[config.mk]
export PLATFORM = sky130hd
export DESIGN_NAME = ir_transmitter_module
export DESIGN_NICKNAME = d
export VERILOG_FILES = /design/src/verilog/carrier_count_store.v /design/src/verilog/ir_transmitter_module.v
export VERILOG_INCLUDE_DIRS = /design/src /design/src/verilog
export SDC_FILE = /design/constraint.sdc
export NUM_CORES = 1
export LEC_CHECK = 0
export ABC_AREA = 1
export BUFFER_PORTS_ARGS = -buffer_cell sky130_fd_sc_hd__buf_2
export CAP_MARGIN = 40
export CORE_MARGIN = 2
export CORE_UTILIZATION = 49
export DETAILED_ROUTE_END_ITERATION = 8
export GPL_TIMING_DRIVEN = 0
export PLACE_DENSITY = 0.69
export SLEW_MARGIN = 20
export SYNTH_ARGS = -nofsm -noshare
export SYNTH_HDL_FRONTEND = slang
export SYNTH_SLANG_ARGS = --single-unit
[constraint.sdc]
create_clock -name core_clk -period 6.5 [get_ports core_clk]
set_input_delay 1.3 -clock core_clk [delete_from_list [all_inputs] [get_ports core_clk]]
set_output_delay 1.3 -clock core_clk [all_outputs]
set_load 0.005 [all_outputs]
[src/verilog/ir_tx_map.vh]
// Register map, field positions, reset values and timing counts of the IR transmitter.
// Included by the transmitter, its checker and its test bench; definitions only.
`ifndef IR_TX_MAP_VH
`define IR_TX_MAP_VH

// Byte offsets on the AXI4-Lite register bus
`define OFF_PRI_HIGH    8'h00
`define OFF_PRI_LOW     8'h04
`define OFF_SEC_HIGH    8'h08
`define OFF_SEC_LOW     8'h0C
`define OFF_OUT_CTRL    8'h10
`define OFF_MOD_STAT    8'h14
`define OFF_MARK_HIGH   8'h18
`define OFF_MARK_LOW    8'h1C
`define OFF_SPACE_HIGH  8'h20
`define OFF_SPACE_LOW   8'h24

// mod_status_control_reg fields
`define MSC_EN          0
`define MSC_IRQEN       1
`define MSC_FSK         2
`define MSC_BASE        3
`define MSC_EXSP        4
`define MSC_DIV_LO      5
`define MSC_DIV_HI      6
`define MSC_FLAG        7
`define MSC_RESET       7'h00

// output_control_reg fields
`define OC_PINEN        5
`define OC_POL          6
`define OC_LATCH        7
`define OC_RESET        3'h0

// Store word index: {secondary set, high phase}
`define IDX_PRI_LOW     2'h0
`define IDX_PRI_HIGH    2'h1
`define IDX_SEC_LOW     2'h2
`define IDX_SEC_HIGH    2'h3

// Timing counts
`define MOD_TIME_DIV    3'h7
`define CG_RESTART      8'h01

// Bus answers
`define RESP_OKAY       2'h0
`define RESP_SLVERR     2'h2

`endif
[src/verilog/carrier_count_store.v]
// Four 8-bit carrier counts with one write port and two registered read ports.
// Assumes the writer and both readers run on core_clk; words keep no reset value.
`timescale 1ns/1ns
`default_nettype none
module carrier_count_store (
   input  wire       core_clk,
   input  wire       rstn,
   input  wire       we,
   input  wire [1:0] waddr,
   input  wire [7:0] wdata,
   input  wire [1:0] ra_addr,
   output reg  [7:0] ra_data_r,
   input  wire [1:0] rb_addr,
   output reg  [7:0] rb_data_r
);
   reg [7:0] mem [0:3];

   // Contents survive reset, so software must load them before enabling
   always @(posedge core_clk) begin
      if (we) begin
         mem[waddr] <= wdata;
      end
   end

   always @(posedge core_clk or negedge rstn) begin
      if (!rstn) begin
         ra_data_r <= 8'h00;
         rb_data_r <= 8'h00;
      end else begin
         ra_data_r <= mem[ra_addr];
         rb_data_r <= mem[rb_addr];
      end
   end
endmodule
`default_nettype wire

[src/verilog/ir_transmitter_module.v]
// Infrared carrier modulator transmitter: carrier generator, modulator, output stage and end-of-cycle flag.
// Assumes an AXI4-Lite master on core_clk; mode inputs come from same-clock power/debug logic.
//
// Operation
// - FSK extended space keeps counting carrier clocks and swapping sets each period.
// - No readable bit shows which carrier set is active.
// - Extended space ends after the space of the period where it was cleared.
// - Extended space silences following periods' mark and space, sets still alternating.
// - Enabled drives pin from modulator; disabled drives pin from the software latch.
// - Polarity bit chooses active high or active low pin drive.
// - Flag sets when enable rises while modulator idle.
// - Flag sets at every cycle end while enable stays set.
// - Re-enable before cycle end sets flag only at that cycle end.
// - No flag at end of final cycle after enable cleared.
// - Status read then mark-low or space-low access clears the flag.
// - Interrupt request while flag and its enable are both set.
// - Cycle end loads counter and space register from the buffers.
// - Reload happens every cycle end regardless of flag state.
// - Wait mode leaves operation untouched.
// - Stop halts all counting; deep stops lose registers.
// - Light stop keeps every register and resumes where it halted.
// - Debug mode suspends counting until user mode returns.
// - Time mode uses primary counts; FSK alternates primary and secondary.
// - Carrier counts are 8-bit, undefined at power-up, kept through reset.
// - 8-bit up counter matches active count, restarts and toggles carrier.
// - 17-bit down counter opens gate while zero or above, space compare after underflow.
// - FSK swaps count pairs each time a space period expires.
//
// Added by the designer: register access over AXI4-Lite and the placing of the registers.
`timescale 1ns/1ns
`default_nettype none
`include "ir_tx_map.vh"
module ir_transmitter_module (
   input  wire        core_clk,
   input  wire        rstn,
   input  wire [7:0]  s_axi_awaddr,
   input  wire        s_axi_awvalid,
   output reg         s_axi_awready,
   input  wire [31:0] s_axi_wdata,
   input  wire [3:0]  s_axi_wstrb,
   input  wire        s_axi_wvalid,
   output reg         s_axi_wready,
   output reg  [1:0]  s_axi_bresp,
   output reg         s_axi_bvalid,
   input  wire        s_axi_bready,
   input  wire [7:0]  s_axi_araddr,
   input  wire        s_axi_arvalid,
   output reg         s_axi_arready,
   output reg  [31:0] s_axi_rdata,
   output reg  [1:0]  s_axi_rresp,
   output reg         s_axi_rvalid,
   input  wire        s_axi_rready,
   input  wire        wait_mode,
   input  wire        stop_mode,
   input  wire        debug_mode,
   output reg         ir_output_pin,
   output reg         ir_output_pin_en,
   output reg         irq_r
);
   function hit;
      input [7:0] addr;
      input [7:0] off;
      begin
         hit = (addr[7:2] == off[7:2]);
      end
   endfunction

   function mapped;
      input [7:0] addr;
      begin
         mapped = (addr[7:2] <= `OFF_SPACE_LOW >> 2);
      end
   endfunction

   // Write channel state
   reg        aw_have_r;
   reg        w_have_r;
   reg [7:0]  waddr_r;
   reg [7:0]  wdata_r;
   reg        wbyte_r;
   // Read channel state
   reg        rstage_r;
   reg [7:0]  raddr_r;
   // Control registers
   reg [6:0]  msc_r;
   reg        flag_r;
   reg [2:0]  oc_r;
   reg [7:0]  mark_hi_r;
   reg [7:0]  mark_lo_r;
   reg [7:0]  space_hi_r;
   reg [7:0]  space_lo_r;
   reg        armed_r;
   // Engine state
   reg        active_r;
   reg [2:0]  pre_r;
   reg [2:0]  div8_r;
   reg [7:0]  cg_cnt_r;
   reg        phase_r;
   reg        sec_r;
   reg [16:0] mcnt_r;
   reg [15:0] spc_r;
   reg        exsp_r;

   wire [7:0] store_rd;
   wire [7:0] cg_cmp;

   wire do_write = aw_have_r && w_have_r && !s_axi_bvalid;
   wire rd_take  = s_axi_arvalid && s_axi_arready;
   wire wr_cg    = do_write && wbyte_r && (waddr_r[7:2] <= `OFF_SEC_LOW >> 2);

   wire en       = msc_r[`MSC_EN];
   wire fsk      = msc_r[`MSC_FSK];
   wire base     = msc_r[`MSC_BASE];
   // Wait mode has no effect; stop and debug freeze every counter in place
   wire run      = !(stop_mode || debug_mode);
   wire unused_w = wait_mode;

   wire [2:0] div_mask = (msc_r[`MSC_DIV_HI:`MSC_DIV_LO] == 2'h0) ? 3'h0 :
                         (msc_r[`MSC_DIV_HI:`MSC_DIV_LO] == 2'h1) ? 3'h1 :
                         (msc_r[`MSC_DIV_HI:`MSC_DIV_LO] == 2'h2) ? 3'h3 : 3'h7;
   wire cmt_tick = run && active_r && ((pre_r & div_mask) == div_mask);
   wire div8_tick = cmt_tick && (div8_r == `MOD_TIME_DIV);

   wire start    = run && en && !active_r;
   wire cg_run   = cmt_tick && !base;
   wire cg_match = cg_run && (cg_cnt_r == cg_cmp);
   wire cg_rise  = cg_match && !phase_r;
   // FSK counts carrier periods, time and baseband count prescaled clocks divided by 8
   wire mtick    = fsk ? cg_rise : div8_tick;
   wire sign     = mcnt_r[16];
   wire eoc      = run && active_r && sign && ((~mcnt_r[15:0]) == spc_r);

   reg phase_nxt;
   reg sec_nxt;
   always @* begin
      phase_nxt = phase_r;
      sec_nxt = sec_r;
      if (start) begin
         phase_nxt = 1'b1;
         sec_nxt = 1'b0;
      end else begin
         if (cg_match) begin
            phase_nxt = !phase_r;
         end
         // Sets swap only at a cycle end in FSK; a secondary set chosen before FSK is cleared stays in use
         if (eoc && fsk) begin
            sec_nxt = !sec_r;
         end
      end
   end

   // Port B looks ahead so the compare value is ready when the counter restarts
   carrier_count_store u_store (
      .core_clk  (core_clk),
      .rstn      (rstn),
      .we        (wr_cg),
      .waddr     ({waddr_r[3], ~waddr_r[2]}),
      .wdata     (wdata_r),
      .ra_addr   ({s_axi_araddr[3], ~s_axi_araddr[2]}),
      .ra_data_r (store_rd),
      .rb_addr   ({sec_nxt, phase_nxt}),
      .rb_data_r (cg_cmp)
   );

   wire clr_access = armed_r && ((rd_take && (hit(s_axi_araddr, `OFF_MARK_LOW) || hit(s_axi_araddr, `OFF_SPACE_LOW)))
                     || (do_write && (hit(waddr_r, `OFF_MARK_LOW) || hit(waddr_r, `OFF_SPACE_LOW))));
   wire flag_set   = start || (eoc && en);

   // AXI4-Lite write path
   always @(posedge core_clk or negedge rstn) begin
      if (!rstn) begin
         s_axi_awready <= 1'b1;
         s_axi_wready <= 1'b1;
         s_axi_bvalid <= 1'b0;
         s_axi_bresp <= `RESP_OKAY;
         aw_have_r <= 1'b0;
         w_have_r <= 1'b0;
         waddr_r <= 8'h00;
         wdata_r <= 8'h00;
         wbyte_r <= 1'b0;
      end else begin
         if (s_axi_awvalid && s_axi_awready) begin
            aw_have_r <= 1'b1;
            s_axi_awready <= 1'b0;
            waddr_r <= s_axi_awaddr;
         end
         if (s_axi_wvalid && s_axi_wready) begin
            w_have_r <= 1'b1;
            s_axi_wready <= 1'b0;
            wdata_r <= s_axi_wdata[7:0];
            wbyte_r <= s_axi_wstrb[0];
         end
         if (do_write) begin
            s_axi_bvalid <= 1'b1;
            s_axi_bresp <= mapped(waddr_r) ? `RESP_OKAY : `RESP_SLVERR;
         end
         if (s_axi_bvalid && s_axi_bready) begin
            s_axi_bvalid <= 1'b0;
            aw_have_r <= 1'b0;
            w_have_r <= 1'b0;
            s_axi_awready <= 1'b1;
            s_axi_wready <= 1'b1;
         end
      end
   end

   // AXI4-Lite read path: answer two cycles after the address is taken
   always @(posedge core_clk or negedge rstn) begin
      if (!rstn) begin
         s_axi_arready <= 1'b1;
         s_axi_rvalid <= 1'b0;
         s_axi_rdata <= 32'h00000000;
         s_axi_rresp <= `RESP_OKAY;
         rstage_r <= 1'b0;
         raddr_r <= 8'h00;
      end else begin
         rstage_r <= 1'b0;
         if (rd_take) begin
            s_axi_arready <= 1'b0;
            raddr_r <= s_axi_araddr;
            rstage_r <= 1'b1;
         end
         if (rstage_r) begin
            s_axi_rvalid <= 1'b1;
            s_axi_rresp <= mapped(raddr_r) ? `RESP_OKAY : `RESP_SLVERR;
            s_axi_rdata <= 32'h00000000;
            // The active carrier set is deliberately not visible here
            if (raddr_r[7:2] <= `OFF_SEC_LOW >> 2) begin
               s_axi_rdata <= {24'h000000, store_rd};
            end else if (hit(raddr_r, `OFF_OUT_CTRL)) begin
               s_axi_rdata <= {24'h000000, oc_r, 5'h00};
            end else if (hit(raddr_r, `OFF_MOD_STAT)) begin
               s_axi_rdata <= {24'h000000, flag_r, msc_r};
            end else if (hit(raddr_r, `OFF_MARK_HIGH)) begin
               s_axi_rdata <= {24'h000000, mark_hi_r};
            end else if (hit(raddr_r, `OFF_MARK_LOW)) begin
               s_axi_rdata <= {24'h000000, mark_lo_r};
            end else if (hit(raddr_r, `OFF_SPACE_HIGH)) begin
               s_axi_rdata <= {24'h000000, space_hi_r};
            end else if (hit(raddr_r, `OFF_SPACE_LOW)) begin
               s_axi_rdata <= {24'h000000, space_lo_r};
            end
         end
         if (s_axi_rvalid && s_axi_rready) begin
            s_axi_rvalid <= 1'b0;
            s_axi_arready <= 1'b1;
         end
      end
   end

   // Period buffers keep their contents through reset
   always @(posedge core_clk) begin
      if (do_write && wbyte_r) begin
         if (hit(waddr_r, `OFF_MARK_HIGH)) begin
            mark_hi_r <= wdata_r;
         end
         if (hit(waddr_r, `OFF_MARK_LOW)) begin
            mark_lo_r <= wdata_r;
         end
         if (hit(waddr_r, `OFF_SPACE_HIGH)) begin
            space_hi_r <= wdata_r;
         end
         if (hit(waddr_r, `OFF_SPACE_LOW)) begin
            space_lo_r <= wdata_r;
         end
      end
   end

   // Control, flag and interrupt request
   always @(posedge core_clk or negedge rstn) begin
      if (!rstn) begin
         msc_r <= `MSC_RESET;
         oc_r <= `OC_RESET;
         flag_r <= 1'b0;
         armed_r <= 1'b0;
         irq_r <= 1'b0;
      end else begin
         if (do_write && wbyte_r && hit(waddr_r, `OFF_MOD_STAT)) begin
            msc_r <= wdata_r[6:0];
         end
         if (do_write && wbyte_r && hit(waddr_r, `OFF_OUT_CTRL)) begin
            oc_r <= wdata_r[7:5];
         end
         if (rd_take && hit(s_axi_araddr, `OFF_MOD_STAT)) begin
            armed_r <= 1'b1;
         end else if (clr_access) begin
            armed_r <= 1'b0;
         end
         // A new event in the clearing cycle keeps the flag set
         flag_r <= flag_set || (flag_r && !clr_access);
         // Stays high until software clears the flag or the enable
         irq_r <= (flag_set || (flag_r && !clr_access)) && msc_r[`MSC_IRQEN];
      end
   end

   // Prescaler, carrier generator and modulator
   always @(posedge core_clk or negedge rstn) begin
      if (!rstn) begin
         active_r <= 1'b0;
         pre_r <= 3'h0;
         div8_r <= 3'h0;
         cg_cnt_r <= `CG_RESTART;
         phase_r <= 1'b1;
         sec_r <= 1'b0;
         mcnt_r <= 17'h00000;
         spc_r <= 16'h0000;
         exsp_r <= 1'b0;
      end else begin
         phase_r <= phase_nxt;
         sec_r <= sec_nxt;
         if (start) begin
            active_r <= 1'b1;
            pre_r <= 3'h0;
            div8_r <= 3'h0;
            cg_cnt_r <= `CG_RESTART;
            mcnt_r <= {1'b0, mark_hi_r, mark_lo_r};
            spc_r <= {space_hi_r, space_lo_r};
            exsp_r <= msc_r[`MSC_EXSP];
         end else if (run && active_r) begin
            pre_r <= pre_r + 3'h1;
            // Restart at each reload so every mark spans whole divided ticks
            if (eoc) begin
               div8_r <= 3'h0;
            end else if (cmt_tick) begin
               div8_r <= div8_r + 3'h1;
            end
            if (cg_match) begin
               cg_cnt_r <= `CG_RESTART;
            end else if (cg_run) begin
               cg_cnt_r <= cg_cnt_r + 8'h01;
            end
            if (eoc) begin
               // Reload happens whether or not the flag was serviced
               mcnt_r <= {1'b0, mark_hi_r, mark_lo_r};
               spc_r <= {space_hi_r, space_lo_r};
               // Sampled at each period start, so the space of the clearing period finishes
               exsp_r <= msc_r[`MSC_EXSP];
               // Disabled mid-cycle: this cycle was the last one
               active_r <= en;
            end else if (mtick) begin
               mcnt_r <= mcnt_r - 17'h00001;
            end
         end
      end
   end

   // Gate opens only while the counter is zero or above and no extended space runs
   wire mod_out = active_r && !sign && !exsp_r && (base || phase_r);
   wire pin_lvl = en ? mod_out : oc_r[`OC_LATCH - 5];

   always @(posedge core_clk or negedge rstn) begin
      if (!rstn) begin
         ir_output_pin <= 1'b0;
         ir_output_pin_en <= 1'b0;
      end else begin
         ir_output_pin <= oc_r[`OC_POL - 5] ? pin_lvl : !pin_lvl;
         ir_output_pin_en <= oc_r[`OC_PINEN - 5];
      end
   end
endmodule
`default_nettype wire

==> metrics.cfg <==
[power]
p_total_mw=3.48
vdd.ir_drop.worst_v=0.000217
clkPwrFrac=0.305
switching_share=0.339
p_seq_frac=0.489
p_switching_mw=1.18
total_leakage_power_nw=4.91
powerDensity_mw_per_mm2=338
p_comb_frac=0.206
power.internal_mw=2.30

[setup_path]
cp_slowest_stage_delay_ns=0.37
path_max_fanout=10
critPathKind=primary input to flip-flop
cpMostUsedCell=nand2_1
crit_path_start_kind=primary input
path_cells=buf_2 -> nor2_2 -> nand2_1 -> inv_1 -> nand2_1 -> inv_1 -> nand2_1 -> nor2_1 -> ha_1 -> nand2_2 -> buf_6 -> mux2_2 -> nand4_1 -> nand2_1
endpoint_kind=flip-flop
worstPathRequired_ns=6.83
crit_arrival_ns=3.92
critPathSlowestCell=nor2_1

[global_routing]
grt_pass1_vias=6612
antenna_found_initial=0
grt_max_degree=75
overflow=0
groute.usage.overall=0.228
grt_pass1_wl_mm=34.5

[detailed_routing]
num_vias=6970
ant_nets=0
viasPerCell=5.19
wl_per_cell_um=15.9
drt_iter0_markers=737
first_pass_iters=8
routed_wl_mm=21.3
drcViolationCount=0

[timing]
setup_viol_count_final=0
holdWs_ns=0.465
fin_ws_ns=2.91
slew_violations=0
clock_skew_ns=0.0121
worstMarginPinSlew_ns=0.765
min_period_ns=3.59
hold_violations=0
slew_headroom=0.488
period_share=0.553
setup_tns_ns=0
fmax_mhz=278
rsz0062_at_grt=no

[synthesis]
synth.ff_latch_count=185
syn_inst=1008
yosysWarnings=0
synth_ff_type=dfrtp_1
yosysTopAreaCell=dfrtp_1
synth.avg_cell_area_um2=8.92
synth_cell_types=43
netlist_top_cells_area=dfrtp_1 32%, edfxtp_1 21%, nand2_1 11%
yosysSeqAreaShare=0.551
synth-edff-count=64
synthArstFlopShare=0.654
yosysTopAreaCellShare=0.323
syn_area_mm2=0.00899

[placed_design]
dp_hpwl_mm=16.0
dp_cells=1312
place_ws_ns=2.49
portBuffers=45
dpl_cell_area_mm2=0.00966
place.gp.congestion=0.912

[finish]
final_area_mm2=0.0103
fin_util=0.573
layout-drive-gt1-share=0.146
n_antenna_cell=0
final_common_cell=nand2_1
instances_no_fill=1344
nets=1170
area_growth_pct=14.4
layout_common_cells=261 x nand2_1, 116 x dfrtp_1, 113 x inv_1

[clock_tree]
cts_inserted_buffers=17
clkLatencyLatePin_ns=0.44
root_buffer=clkbuf_16
post_cts_buffers=0
htree_levels=4
cts_tree=built
cts.clk_slew.worst_paths_ns=0.07
numClockSinks=185
clock_path_buffers=2
ctsResizeCount=0
hold_buffers=0

[floorplanning]
die-width_um=139
row_count=49
initial_utilization=0.501
boundaryPins=106
core_area_mm2=0.0180
die_area_mm2=0.0195
dieHeight_um=139

[status]
outcome=complete, no violations

[run]
cap_viol_max_count=0

[hold_path]
hp-class=flip-flop to flip-flop

[layer usage]
metal | global-route usage | routed length [µm] | vias up
li1 | - | - | 3452
met1 | 0.329 | 10000 | 3211
met2 | 0.351 | 9490 | 272
met3 | 0.0413 | 1310 | 35
met4 | 0.0776 | 538 | 0
met5 | 0 | 0 | -
[layout make-up]
| type | count | area (µm²) |
|---|---|---|
| timing repair buffer | 50 | 279 |
| sequential | 185 | 4960 |
| tap | 229 | 287 |
| clock buffer | 17 | 425 |
| fill | 1598 | 7670 |
| clock inverter | 15 | 203 |
| buffer | 51 | 364 |
| multi-input combinational | 682 | 3350 |
| inverter | 115 | 432 |
[registers in the layout (all words and copies together), names as in the netlist, 3 cells and up]
| register | cells |
|---|---|
| s_axi_rdata | 8 |
| mark_lo_r | 8 |
| pre_r | 3 |
| mark_hi_r | 8 |
| waddr_r | 6 |
| mcnt_r | 17 |
| u_store.ra_data_r | 8 |
| space_lo_r | 8 |
| u_store.rb_data_r | 8 |
| msc_r | 7 |
| cg_cnt_r | 8 |
| u_store.mem | 32 |
| oc_r | 3 |
| spc_r | 16 |
| space_hi_r | 8 |
| wdata_r | 8 |
| div8_r | 3 |
| raddr_r | 6 |
[synth_stat cells (2+ instances only)]
cell,instances
nand2_1,261
dfrtp_1,116
inv_1,113
nor2_1,95
o21ai_0,80
edfxtp_1,64
nand3_1,55
nand4_1,29
buf_4,26
a21oi_1,22
xor2_1,21
o22ai_1,18
mux2_2,16
nor3_1,13
clkbuf_1,10
buf_6,9
ha_1,6
buf_2,5
dfstp_2,5
xnor2_1,5
o211ai_1,4
o21ai_1,4
nand2_2,3
nand3_2,3
nor2_2,3
nor3b_1,3
nand2_4,2
nor2_4,2
[final timing paths]
kind | end | cells past startpoint | start | slack, ns
worst min register to register | ir_output_pin_en | 0 | oc_r[0] | 0.46
min in group asynchronous | mcnt_r[2] | 1 | rstn | 0.79
worst min-delay path | ir_output_pin_en | 0 | oc_r[0] | 0.46
worst max-delay path | u_store.rb_data_r[6] | 14 | debug_mode | 2.91
worst max register to register | u_store.rb_data_r[6] | 12 | msc_r[6] | 3.72
max in group asynchronous | s_axi_wready | 2 | rstn | 4.95
[power groups by stage]
stage | combinational [mW] | sequential, mW | clock [mW]
floorplan | 0.500 | 1.63 | 0
global placement | 0.688 | 1.71 | 0
detailed placement | 0.712 | 1.72 | 0
CTS | 0.716 | 1.70 | 1.07
global route | 0.820 | 1.73 | 1.12
finish | 0.717 | 1.70 | 1.06
[logic make-up after synthesis]
family | count (synthesis) | synth area share
AOI/OAI and AO/OA | 134 | 0.0800
other | 1 | 0.000417
DFF | 185 | 0.551
xor gates and xnor gates | 26 | 0.0253
and+or+nand+nor | 474 | 0.226
buffers and inverters | 166 | 0.0885
muxes | 16 | 0.0200
adders and majority gates | 6 | 0.00835
[worst max-delay path, delay by kind of cell]
kind	cells	cell delay (ns)
simple gates	8	1.41
buf+inv	4	0.52
fa+ha+maj	1	0.32
mux	1	0.36
Note: power is estimated with default switching activity, not from simulation.
